**src/common/spi_slave_defs.vh**
```
`ifndef SPI_SLAVE_DEFS_VH
`define SPI_SLAVE_DEFS_VH

`define SPI_OP_WRITE 8'h02
`define SPI_OP_FREAD 8'h0B
`define SPI_DIR_INC 2'h0
`define SPI_DIR_RSVD 2'h1
`define SPI_DIR_DEC 2'h2
`define SPI_DIR_STATIC 2'h3
`define SPI_DIR_HI 15
`define SPI_DIR_LO 14
`define SPI_AW 14
`define SPI_WIDE_BIT 13
`define SPI_EVT_ADDR 14'h0010
`define SPI_EVT_W 8
`define SPI_FIFO_DEPTH 16
`define SPI_BYTE_LAST 4'h7
`define SPI_ADDR_LAST 4'hF

`endif

```
**src/hdl/spi_word_fifo.v**
```verilog
`default_nettype none
module spi_word_fifo #(
	parameter WIDTH = 50,
	parameter DEPTH = 16,
	parameter AW = 4
) (
	// Clock and reset.
	input wire clk,
	input wire rst,
	// Filling side.
	input wire in_valid,
	output wire in_ready,
	input wire [WIDTH-1:0] in_data,
	// Draining side.
	output wire out_valid,
	input wire out_ready,
	output wire [WIDTH-1:0] out_data
);

reg [WIDTH-1:0] mem [0:DEPTH-1];
reg [AW:0] wr_q;
reg [AW:0] rd_q;
wire empty = (wr_q == rd_q);
wire full = (wr_q[AW-1:0] == rd_q[AW-1:0]) && (wr_q[AW] != rd_q[AW]);

assign in_ready = !full;
assign out_valid = !empty;
assign out_data = mem[rd_q[AW-1:0]];

always @(posedge clk) begin
	if (in_valid && !full) begin
		mem[wr_q[AW-1:0]] <= in_data;
	end
end

always @(posedge clk) begin
	if (rst) begin
		wr_q <= {(AW+1){1'b0}};
		rd_q <= {(AW+1){1'b0}};
	end else begin
		if (in_valid && !full) begin
			wr_q <= wr_q + {{AW{1'b0}}, 1'b1};
		end
		if (out_ready && !empty) begin
			rd_q <= rd_q + {{AW{1'b0}}, 1'b1};
		end
	end
end

endmodule // spi_word_fifo
`default_nettype wire

```
**src/hdl/spi_evt_flags.v**
```verilog
`default_nettype none
module spi_evt_flags #(
	parameter W = 8
) (
	// Clock and reset.
	input wire clk,
	input wire rst,
	// Hardware event pulses.
	input wire [W-1:0] hw_event,
	// Read control from the serial engine.
	input wire snap,
	input wire clear,
	input wire abort,
	// Flag state.
	output wire [W-1:0] flags
);

reg [W-1:0] flags_q;
reg [W-1:0] pend_q;
reg [W-1:0] seen_q;
reg win_q;
reg apply_q;
wire hold = win_q | snap | clear;
wire [W-1:0] flags_d;
wire [W-1:0] pend_d;

// Events in the read window wait, then land after the clear or after an abort of the window.
assign pend_d = (apply_q ? {W{1'b0}} : pend_q) | (hold ? hw_event : {W{1'b0}});
assign flags_d = clear ? (flags_q & ~seen_q) :
	(flags_q | (apply_q ? pend_q : {W{1'b0}}) | (hold ? {W{1'b0}} : hw_event));
assign flags = flags_q;

always @(posedge clk) begin
	if (rst) begin
		flags_q <= {W{1'b0}};
		pend_q <= {W{1'b0}};
		seen_q <= {W{1'b0}};
		win_q <= 1'b0;
		apply_q <= 1'b0;
	end else begin
		flags_q <= flags_d;
		pend_q <= pend_d;
		if (snap) begin
			seen_q <= flags_q;
		end
		win_q <= snap | (win_q & ~clear & ~abort);
		apply_q <= clear | (abort & win_q);
	end
end

endmodule // spi_evt_flags
`default_nettype wire

```
**src/hdl/spi_slave_write_csr_access.v**
```verilog
`include "spi_slave_defs.vh"
`default_nettype none
module spi_slave_write_csr_access #(
	parameter AW = `SPI_AW,
	parameter EVW = `SPI_EVT_W,
	parameter DEPTH = `SPI_FIFO_DEPTH,
	parameter DEPTH_AW = 4
) (
	// Clock and reset.
	input wire clk,
	input wire rst,
	// Serial link pins.
	input wire cs_n_pin,
	input wire sclk_pin,
	input wire serial_in_line,
	output wire sdo_out,
	output wire sdo_oe,
	// Register write commits.
	output wire wr_valid,
	input wire wr_ready,
	output wire [AW-1:0] wr_addr,
	output wire [31:0] wr_data,
	output wire [3:0] wr_strb,
	// Register read access.
	output wire [AW-1:0] rd_addr,
	input wire [31:0] rd_data,
	output wire rd_effect,
	output wire [AW-1:0] rd_effect_addr,
	// Clear-on-read event flags.
	input wire [EVW-1:0] hw_event,
	output wire [EVW-1:0] evt_flags
);

////////////////////////////////////////////////////////////////////////////
localparam [6:0] S_WAIT = 7'h01;
localparam [6:0] S_CMD = 7'h02;
localparam [6:0] S_ADDR = 7'h04;
localparam [6:0] S_DUMMY = 7'h08;
localparam [6:0] S_WDATA = 7'h10;
localparam [6:0] S_RDATA = 7'h20;
localparam [6:0] S_IGN = 7'h40;
localparam [AW-1:0] ONE = {{(AW-1){1'b0}}, 1'b1};
localparam FW = AW + 36;

function wide;
	input [AW-1:0] a;
	begin
		wide = a[`SPI_WIDE_BIT];
	end
endfunction

function [3:0] lane_oh;
	input [AW-1:0] a;
	begin
		lane_oh = 4'h1 << a[1:0];
	end
endfunction

function [3:0] need_mask;
	input [AW-1:0] a;
	begin
		need_mask = wide(a) ? 4'hF : lane_oh(a);
	end
endfunction

function [AW-1:0] reg_base;
	input [AW-1:0] a;
	begin
		reg_base = wide(a) ? {a[AW-1:2], 2'h0} : a;
	end
endfunction

function [7:0] pick;
	input [31:0] w;
	input [AW-1:0] a;
	begin
		pick = wide(a) ? w[{a[1:0], 3'h0} +: 8] : w[7:0];
	end
endfunction

////////////////////////////////////////////////////////////////////////////
// Two-stage synchronisers on the pins, then an edge history stage.
reg [2:0] m1_q;
reg [2:0] m2_q;
reg [2:0] p_q;
always @(posedge clk) begin
	if (rst) begin
		m1_q <= 3'h4;
		m2_q <= 3'h4;
		p_q <= 3'h4;
	end else begin
		m1_q <= {cs_n_pin, sclk_pin, serial_in_line};
		m2_q <= m1_q;
		p_q <= m2_q;
	end
end
wire cs_n = m2_q[2];
wire sdi = m2_q[0];
wire sck_rise = m2_q[1] & ~p_q[1];
wire sck_fall = ~m2_q[1] & p_q[1];
wire cs_rise = m2_q[2] & ~p_q[2];

////////////////////////////////////////////////////////////////////////////
reg [6:0] state_q;
reg [3:0] cnt_q;
reg [15:0] sin_q;
reg op_wr_q;
reg [1:0] dir_q;
reg [AW-1:0] addr_q;
reg [AW-1:0] wbase_q;
reg [3:0] wmask_q;
reg [31:0] wbuf_q;
reg cm_valid_q;
reg [FW-1:0] cm_q;
reg [1:0] ld_q;
reg [AW-1:0] rd_addr_q;
reg [AW-1:0] rbase_q;
reg [3:0] rmask_q;
reg [31:0] snap_q;
reg [7:0] shout_q;
reg sdo_q;
reg oe_q;
reg eff_q;
reg [AW-1:0] eff_addr_q;
reg evt_snap_q;
reg evt_clr_q;

wire [7:0] sin8 = {sin_q[6:0], sdi};
wire [15:0] sin16 = {sin_q[14:0], sdi};
wire [AW-1:0] cur_base = reg_base(addr_q);
wire [3:0] cur_lane = lane_oh(addr_q);
wire [3:0] cur_need = need_mask(addr_q);
wire w_cont = (wmask_q != 4'h0) && (wbase_q == cur_base);
wire [3:0] wmask_new = (w_cont ? wmask_q : 4'h0) | cur_lane;
wire w_full = ((wmask_new & cur_need) == cur_need);
wire r_cont = (rmask_q != 4'h0) && (rbase_q == cur_base);
wire r_done = (rmask_q != 4'h0) && ((rmask_q & cur_need) == cur_need);
wire evt_sel = (cur_base == `SPI_EVT_ADDR);
wire [31:0] rsrc = evt_sel ? {{(32-EVW){1'b0}}, evt_flags} : rd_data;
wire [7:0] rbyte = pick(r_cont ? snap_q : rsrc, addr_q);
wire byte_end = sck_rise && (cnt_q == `SPI_BYTE_LAST);
wire [AW-1:0] step_addr = (dir_q == `SPI_DIR_DEC) ? addr_q - ONE :
	(dir_q == `SPI_DIR_STATIC) ? addr_q : addr_q + ONE;
wire fifo_in_ready;
wire [31:0] wbuf_new;

// Each incoming byte lands in its lane of the assembly word.
genvar gi;
generate
	for (gi = 0; gi < 4; gi = gi + 1) begin : g_lane
		assign wbuf_new[gi*8 +: 8] = cur_lane[gi] ? sin8 :
			(w_cont ? wbuf_q[gi*8 +: 8] : 8'h00);
	end
endgenerate

////////////////////////////////////////////////////////////////////////////
// Frame sequencer.
always @(posedge clk) begin
	if (rst) begin
		state_q <= S_WAIT;
		cnt_q <= 4'h0;
		sin_q <= 16'h0000;
		op_wr_q <= 1'b0;
		dir_q <= 2'h0;
		addr_q <= {AW{1'b0}};
		wbase_q <= {AW{1'b0}};
		wmask_q <= 4'h0;
		wbuf_q <= 32'h00000000;
		cm_valid_q <= 1'b0;
		cm_q <= {FW{1'b0}};
		ld_q <= 2'h0;
		rd_addr_q <= {AW{1'b0}};
		rbase_q <= {AW{1'b0}};
		rmask_q <= 4'h0;
		snap_q <= 32'h00000000;
		shout_q <= 8'h00;
		sdo_q <= 1'b0;
		oe_q <= 1'b0;
		eff_q <= 1'b0;
		eff_addr_q <= {AW{1'b0}};
		evt_snap_q <= 1'b0;
		evt_clr_q <= 1'b0;
	end else begin
		eff_q <= 1'b0;
		evt_snap_q <= 1'b0;
		evt_clr_q <= 1'b0;
		if (cm_valid_q && fifo_in_ready) begin
			cm_valid_q <= 1'b0;
		end
		if (cs_n) begin
			state_q <= S_CMD;
			cnt_q <= 4'h0;
			wmask_q <= 4'h0;
			rmask_q <= 4'h0;
			ld_q <= 2'h0;
			oe_q <= 1'b0;
		end else begin
			if (sck_rise) begin
				sin_q <= sin16;
				cnt_q <= cnt_q + 4'h1;
			end
			case (state_q)
			S_CMD: begin
				if (byte_end) begin
					cnt_q <= 4'h0;
					op_wr_q <= (sin8 == `SPI_OP_WRITE);
					if (sin8 == `SPI_OP_WRITE || sin8 == `SPI_OP_FREAD) begin
						state_q <= S_ADDR;
					end else begin
						state_q <= S_IGN;
					end
				end
			end
			S_ADDR: begin
				if (sck_rise && cnt_q == `SPI_ADDR_LAST) begin
					cnt_q <= 4'h0;
					dir_q <= sin16[`SPI_DIR_HI:`SPI_DIR_LO];
					addr_q <= sin16[AW-1:0];
					if (op_wr_q) begin
						state_q <= S_WDATA;
					end else begin
						state_q <= S_DUMMY;
					end
				end
			end
			S_DUMMY: begin
				if (byte_end) begin
					cnt_q <= 4'h0;
					state_q <= S_RDATA;
					ld_q <= 2'h1;
				end
			end
			S_WDATA: begin
				if (byte_end) begin
					cnt_q <= 4'h0;
					addr_q <= step_addr;
					if (w_full) begin
						wmask_q <= 4'h0;
						cm_valid_q <= 1'b1;
						cm_q <= {cur_base, cur_need, wbuf_new};
					end else begin
						wmask_q <= wmask_new;
						wbase_q <= cur_base;
						wbuf_q <= wbuf_new;
					end
				end
			end
			S_RDATA: begin
				if (sck_fall) begin
					sdo_q <= shout_q[7];
					shout_q <= {shout_q[6:0], 1'b0};
					oe_q <= 1'b1;
				end
				if (byte_end) begin
					cnt_q <= 4'h0;
					addr_q <= step_addr;
					ld_q <= 2'h1;
					if (r_done) begin
						eff_q <= 1'b1;
						eff_addr_q <= rbase_q;
						evt_clr_q <= (rbase_q == `SPI_EVT_ADDR);
						rmask_q <= 4'h0;
					end
				end
				if (ld_q == 2'h1) begin
					rd_addr_q <= cur_base;
					ld_q <= 2'h2;
				end
				if (ld_q == 2'h2) begin
					ld_q <= 2'h0;
					shout_q <= rbyte;
					if (r_cont) begin
						rmask_q <= rmask_q | cur_lane;
					end else begin
						snap_q <= rsrc;
						rbase_q <= cur_base;
						rmask_q <= cur_lane;
						evt_snap_q <= evt_sel;
					end
				end
			end
			S_IGN: begin
				cnt_q <= 4'h0;
			end
			S_WAIT: begin
				cnt_q <= 4'h0;
			end
			default: begin
				state_q <= S_WAIT;
			end
			endcase
		end
	end
end

////////////////////////////////////////////////////////////////////////////
// Committed writes wait here until the register side takes them.
wire [FW-1:0] fifo_out;
spi_word_fifo #(
	.WIDTH(FW),
	.DEPTH(DEPTH),
	.AW(DEPTH_AW)
) u_fifo (
	.clk(clk),
	.rst(rst),
	.in_valid(cm_valid_q),
	.in_ready(fifo_in_ready),
	.in_data(cm_q),
	.out_valid(wr_valid),
	.out_ready(wr_ready),
	.out_data(fifo_out)
);
assign wr_addr = fifo_out[FW-1:36];
assign wr_strb = fifo_out[35:32];
assign wr_data = fifo_out[31:0];

////////////////////////////////////////////////////////////////////////////
// Clear-on-read event register.
spi_evt_flags #(
	.W(EVW)
) u_evt (
	.clk(clk),
	.rst(rst),
	.hw_event(hw_event),
	.snap(evt_snap_q),
	.clear(evt_clr_q),
	.abort(cs_rise),
	.flags(evt_flags)
);

assign sdo_out = sdo_q;
assign sdo_oe = oe_q;
assign rd_addr = rd_addr_q;
assign rd_effect = eff_q;
assign rd_effect_addr = eff_addr_q;

endmodule // spi_slave_write_csr_access
`default_nettype wire

```
**config.mk**
```make
export PLATFORM = sky130hd
export DESIGN_NAME = spi_slave_write_csr_access
export DESIGN_NICKNAME = d
export VERILOG_FILES = /design/src/hdl/spi_word_fifo.v /design/src/hdl/spi_evt_flags.v /design/src/hdl/spi_slave_write_csr_access.v
export VERILOG_INCLUDE_DIRS = /design/src /design/src/common
export SDC_FILE = /design/constraint.sdc
export NUM_CORES = 1
export LEC_CHECK = 0
export BUFFER_PORTS_ARGS = -buffer_cell sky130_fd_sc_hd__buf_2
export CAP_MARGIN = 10
export CORE_ASPECT_RATIO = 2
export CORE_MARGIN = 1.5
export CORE_UTILIZATION = 40
export CTS_CLUSTER_SIZE = 14
export DETAILED_ROUTE_END_ITERATION = 12
export MAX_ROUTING_LAYER = met4
export PLACE_DENSITY_LB_ADDON = 0.3
export SLEW_MARGIN = 30
export SYNTH_ARGS = -nofsm -noshare
export SYNTH_HDL_FRONTEND = slang
export SYNTH_SLANG_ARGS = --single-unit
export TNS_END_PERCENT = 10
```
**constraint.sdc**
```tcl
create_clock -name clk -period 5.5 [get_ports clk]
set_input_delay 0.55 -clock clk [delete_from_list [all_inputs] [get_ports clk]]
set_output_delay 0.55 -clock clk [all_outputs]
set_load 0.05 [all_outputs]
```
==> summary.md <==
| Metric | Value |
|---|---|
| Outcome | complete, no violations |
| Worst Hold Launch | cs_n_pin |
| Inserted Clock Buffers | 93 |
| RSZ-0062 raised after global routing | no |
| Clock transition at path regs | 60 ps |
| Core Util, Final | 0.454 |
| Die height | 467 um |
| Largest net degree at the start of global routing | 150 |
| Slew margin rel. | 0.333 |
| Die X | 235 um |
| RR Endpoint | wbase_q[4] |
| Layout cells sized above 1 | 0.212 |
| Flop2flop setup slack | 1730 ps |
| F_max | 246 MHz |
| Commonest non-fill, non-tap cells in the layout | edfxtp_1 (800), dfxtp_1 (281), mux4_2 (250) |
| Initial Utilization | 0.404 |
| Fillers | 9073 |
| Synth cell types | 70 |
| Crit. End Element | primary output |
| Max VDD drop | around 0.26 mV |
| GRT overflow | 0 |
| Iteration-0 DRC Markers | 1987 |
| DR pass1 iterations | 5 |
| Element type at the critical path start | flip-flop |
| Final setup vio count | 0 |
| Worst-Margin Slew | 996 ps |
| Yosys top cell area share | 0.559 |
| Routability cong. | 0.842 |
| Critical path class | flip-flop to primary output |
| Min Tclk post-route | 4070 ps |
| Reg-to-reg critical path startpoint | addr_q[0] |
| Cell area after synthesis | 43000 sq um |
| Initial antenna violation count | 1 |
| Final Hold Fails | 0 |
| Endpoint of the worst hold path | m1_q[2] |
| Layout Nets | 2846 |
| Worst skew pair latency | 680 ps |
| # resized after CTS | 0 |
| Setup_tns | 0 ps |
| Drt total wl | about 100000 um |
| Ys flop type | edfxtp_1 |
| Postcts setup bufs | 0 |
| Clk Tree Root Cell | clkbuf_16 |
| IO Count | 136 |
| Wirelength per Cell | 24.6 um |
| Clk sinks | 1085 |
| Hold_buf cts | 0 |
| Fin crit share | 0.740 |
| Vias in the first global route | 24.9k |
| Synth Register Bits | 1085 |
| Number of flops mapped to enable cells by yosys | 800 |
| CP Max Fanout | 59 |
| CP arrival | 3520 ps |
| Final Slew Violations | 0 |
| Post-Synthesis Net Count | ~2.7k |
| Die ar. | 110000 sq um |
| Yosys Warn Count | 0 |
| FF-to-FF path depth | 8 |
| CP required | 4950 ps |
| Gate Count Post-Synth | 2675 |
| Final Skew | 27.6 ps |
| Rows | 169 |
| Max-Cap Viols | 0 |
| Asr flop ratio synth | 0 |
| Register area share after synthesis | 0.692 |
| Pwr dens | 309 nW/um^2 |
| TritonCTS clock tree | yes |
| Area growth, synth to finish | 12.5% |
| DP HPWL | between 60000 and 70000 um |
| Hold Path Class | input port to flip-flop |
| Gr usage total | 0.195 |
| Vias after detailed routing | 23.9k |
| First-pass GRT wire length | around 160000 um |
| Synth top area cells | edfxtp_1 (56%), dfxtp_1 (13%), mux4_2 (13%) |
| Core area | about 110000 sq um |
| LEAKAGE | around 15 nW |
| DRC Markers | 0 |
| Commonest non-fill, non-tap cell in the layout | edfxtp_1 |
| H-tree depth | 3 |
| Post-Syn Area per Cell | 16.1 sq um |
| Vias/cell | between 5 and 6 |
| WHS Path Cells | 2 |
| PortBufs | 135 |
| Longest Clk Path Bufs | 3 |
| Antenna viol nets, final | 0 |
| Dominant cell type by area after synthesis | edfxtp_1 |
per-stage QoR:
step	power (mW)	hold slack (ps)	cell area [sq um]	setup slack (ps)	instances
2_1_floorplan	8.93	389	43000	135	2675
3_3_place_gp	8.97	404	45200	1920	4041
3_5_place_dp	8.97	392	45600	1800	4054
4_1_cts	15.1	25.6	48300	1320	4211
5_1_grt	15.4	64.9	48300	1240	4212
6_report	14.9	85.1	48300	1430	4212
per-layer routing:
layer  track usage  part of all wire  up-vias
li1              -                 -    10600
met1         0.214              0.38    12400
met2         0.362              0.55      677
met5             -                 0        -
met4        0.0682             0.030        0
met3        0.0251             0.040      189
sequential cells by signal (all words and copies together) (netlist names), 14 cells and up, named ones only:
name	flops
u_fifo.mem	800
cm_q	50
snap_q	32
wbuf_q	32
sin_q	15
addr_q	14
rbase_q	14
rd_addr	14
rd_effect_addr	14
wbase_q	14
how the worst max path moves through the flow:
stage | cells after the start | from | slack [ps] | end
2_1_floorplan | 6 | u_fifo.wr_q[2] | 130 | u_fifo.mem[3][0]
3_3_place_gp | 8 | addr_q[0] | 1920 | wbase_q[12]
3_5_place_dp | 8 | addr_q[0] | 1800 | wbase_q[4]
4_1_cts | 4 | flip-flop | 1320 | wr_data[18]
5_1_grt | 4 | flip-flop | 1240 | wr_data[18]
6_report | 4 | flip-flop | 1430 | wr_data[19]
final cells by class:
class                      count  area [sq um]  area share
timing repair buffer         198          1480      0.0307
inverter                      21          78.8     0.00163
clock inverter                29           233     0.00481
tap                         1368          1710      0.0354
sequential                  1085         29700       0.615
multi-input combinational   1382         12500       0.260
clock buffer                 128          2530      0.0524
antenna                        1          2.50   0.0000518
worst max-delay path: stages, from the launching register on:
cell and delay, ps:
dfxtp_4 890, buf_12 450, mux4_2 610, mux4_2 520
buf_2 240
where the power goes:
part / switching, mW / leakage (nW) / internal (mW) / total (mW)
Clock: 2.88 / 1.34 / 3.27 / 6.15
Combinational: 0.0782 / 4.40 / 0.0380 / 0.116
Sequential: 0.0107 / 9.71 / 8.67 / 8.68
cells in the mapped netlist (all sizes together) (4+ instances only):
master,instances
edfxtp,800
dfxtp,285
mux4,250
nor2,202
nand2,186
a21oi,147
clkbuf,137
mux2i,74
nand2b,61
a211oi,53
buf,50
nor3,47
o32ai,35
nand3,33
a22oi,31
xor2,29
o21ai,27
nor2b,24
xnor2,24
inv,19
ha,18
a221oi,16
nor4,14
nand4,11
o211ai,10
and2,7
a21o,6
a31oi,6
o21a,5
o2bb2ai,5
a22o,4
a311oi,4
o22ai,4
or2,4
or4,4
cell families after synthesis:
logic type	Yosys count	share of synthesized area
XOR/XNOR	53	0.0108
flip-flops	1085	0.692
AND/OR/NAND/NOR	614	0.0659
AO/OA/AOI/OAI	369	0.0572
multiplexers	327	0.149
buffers and inverters	208	0.0195
adder cells (fa/ha/maj)	19	0.00571
(Power assumes the default switching activity.)
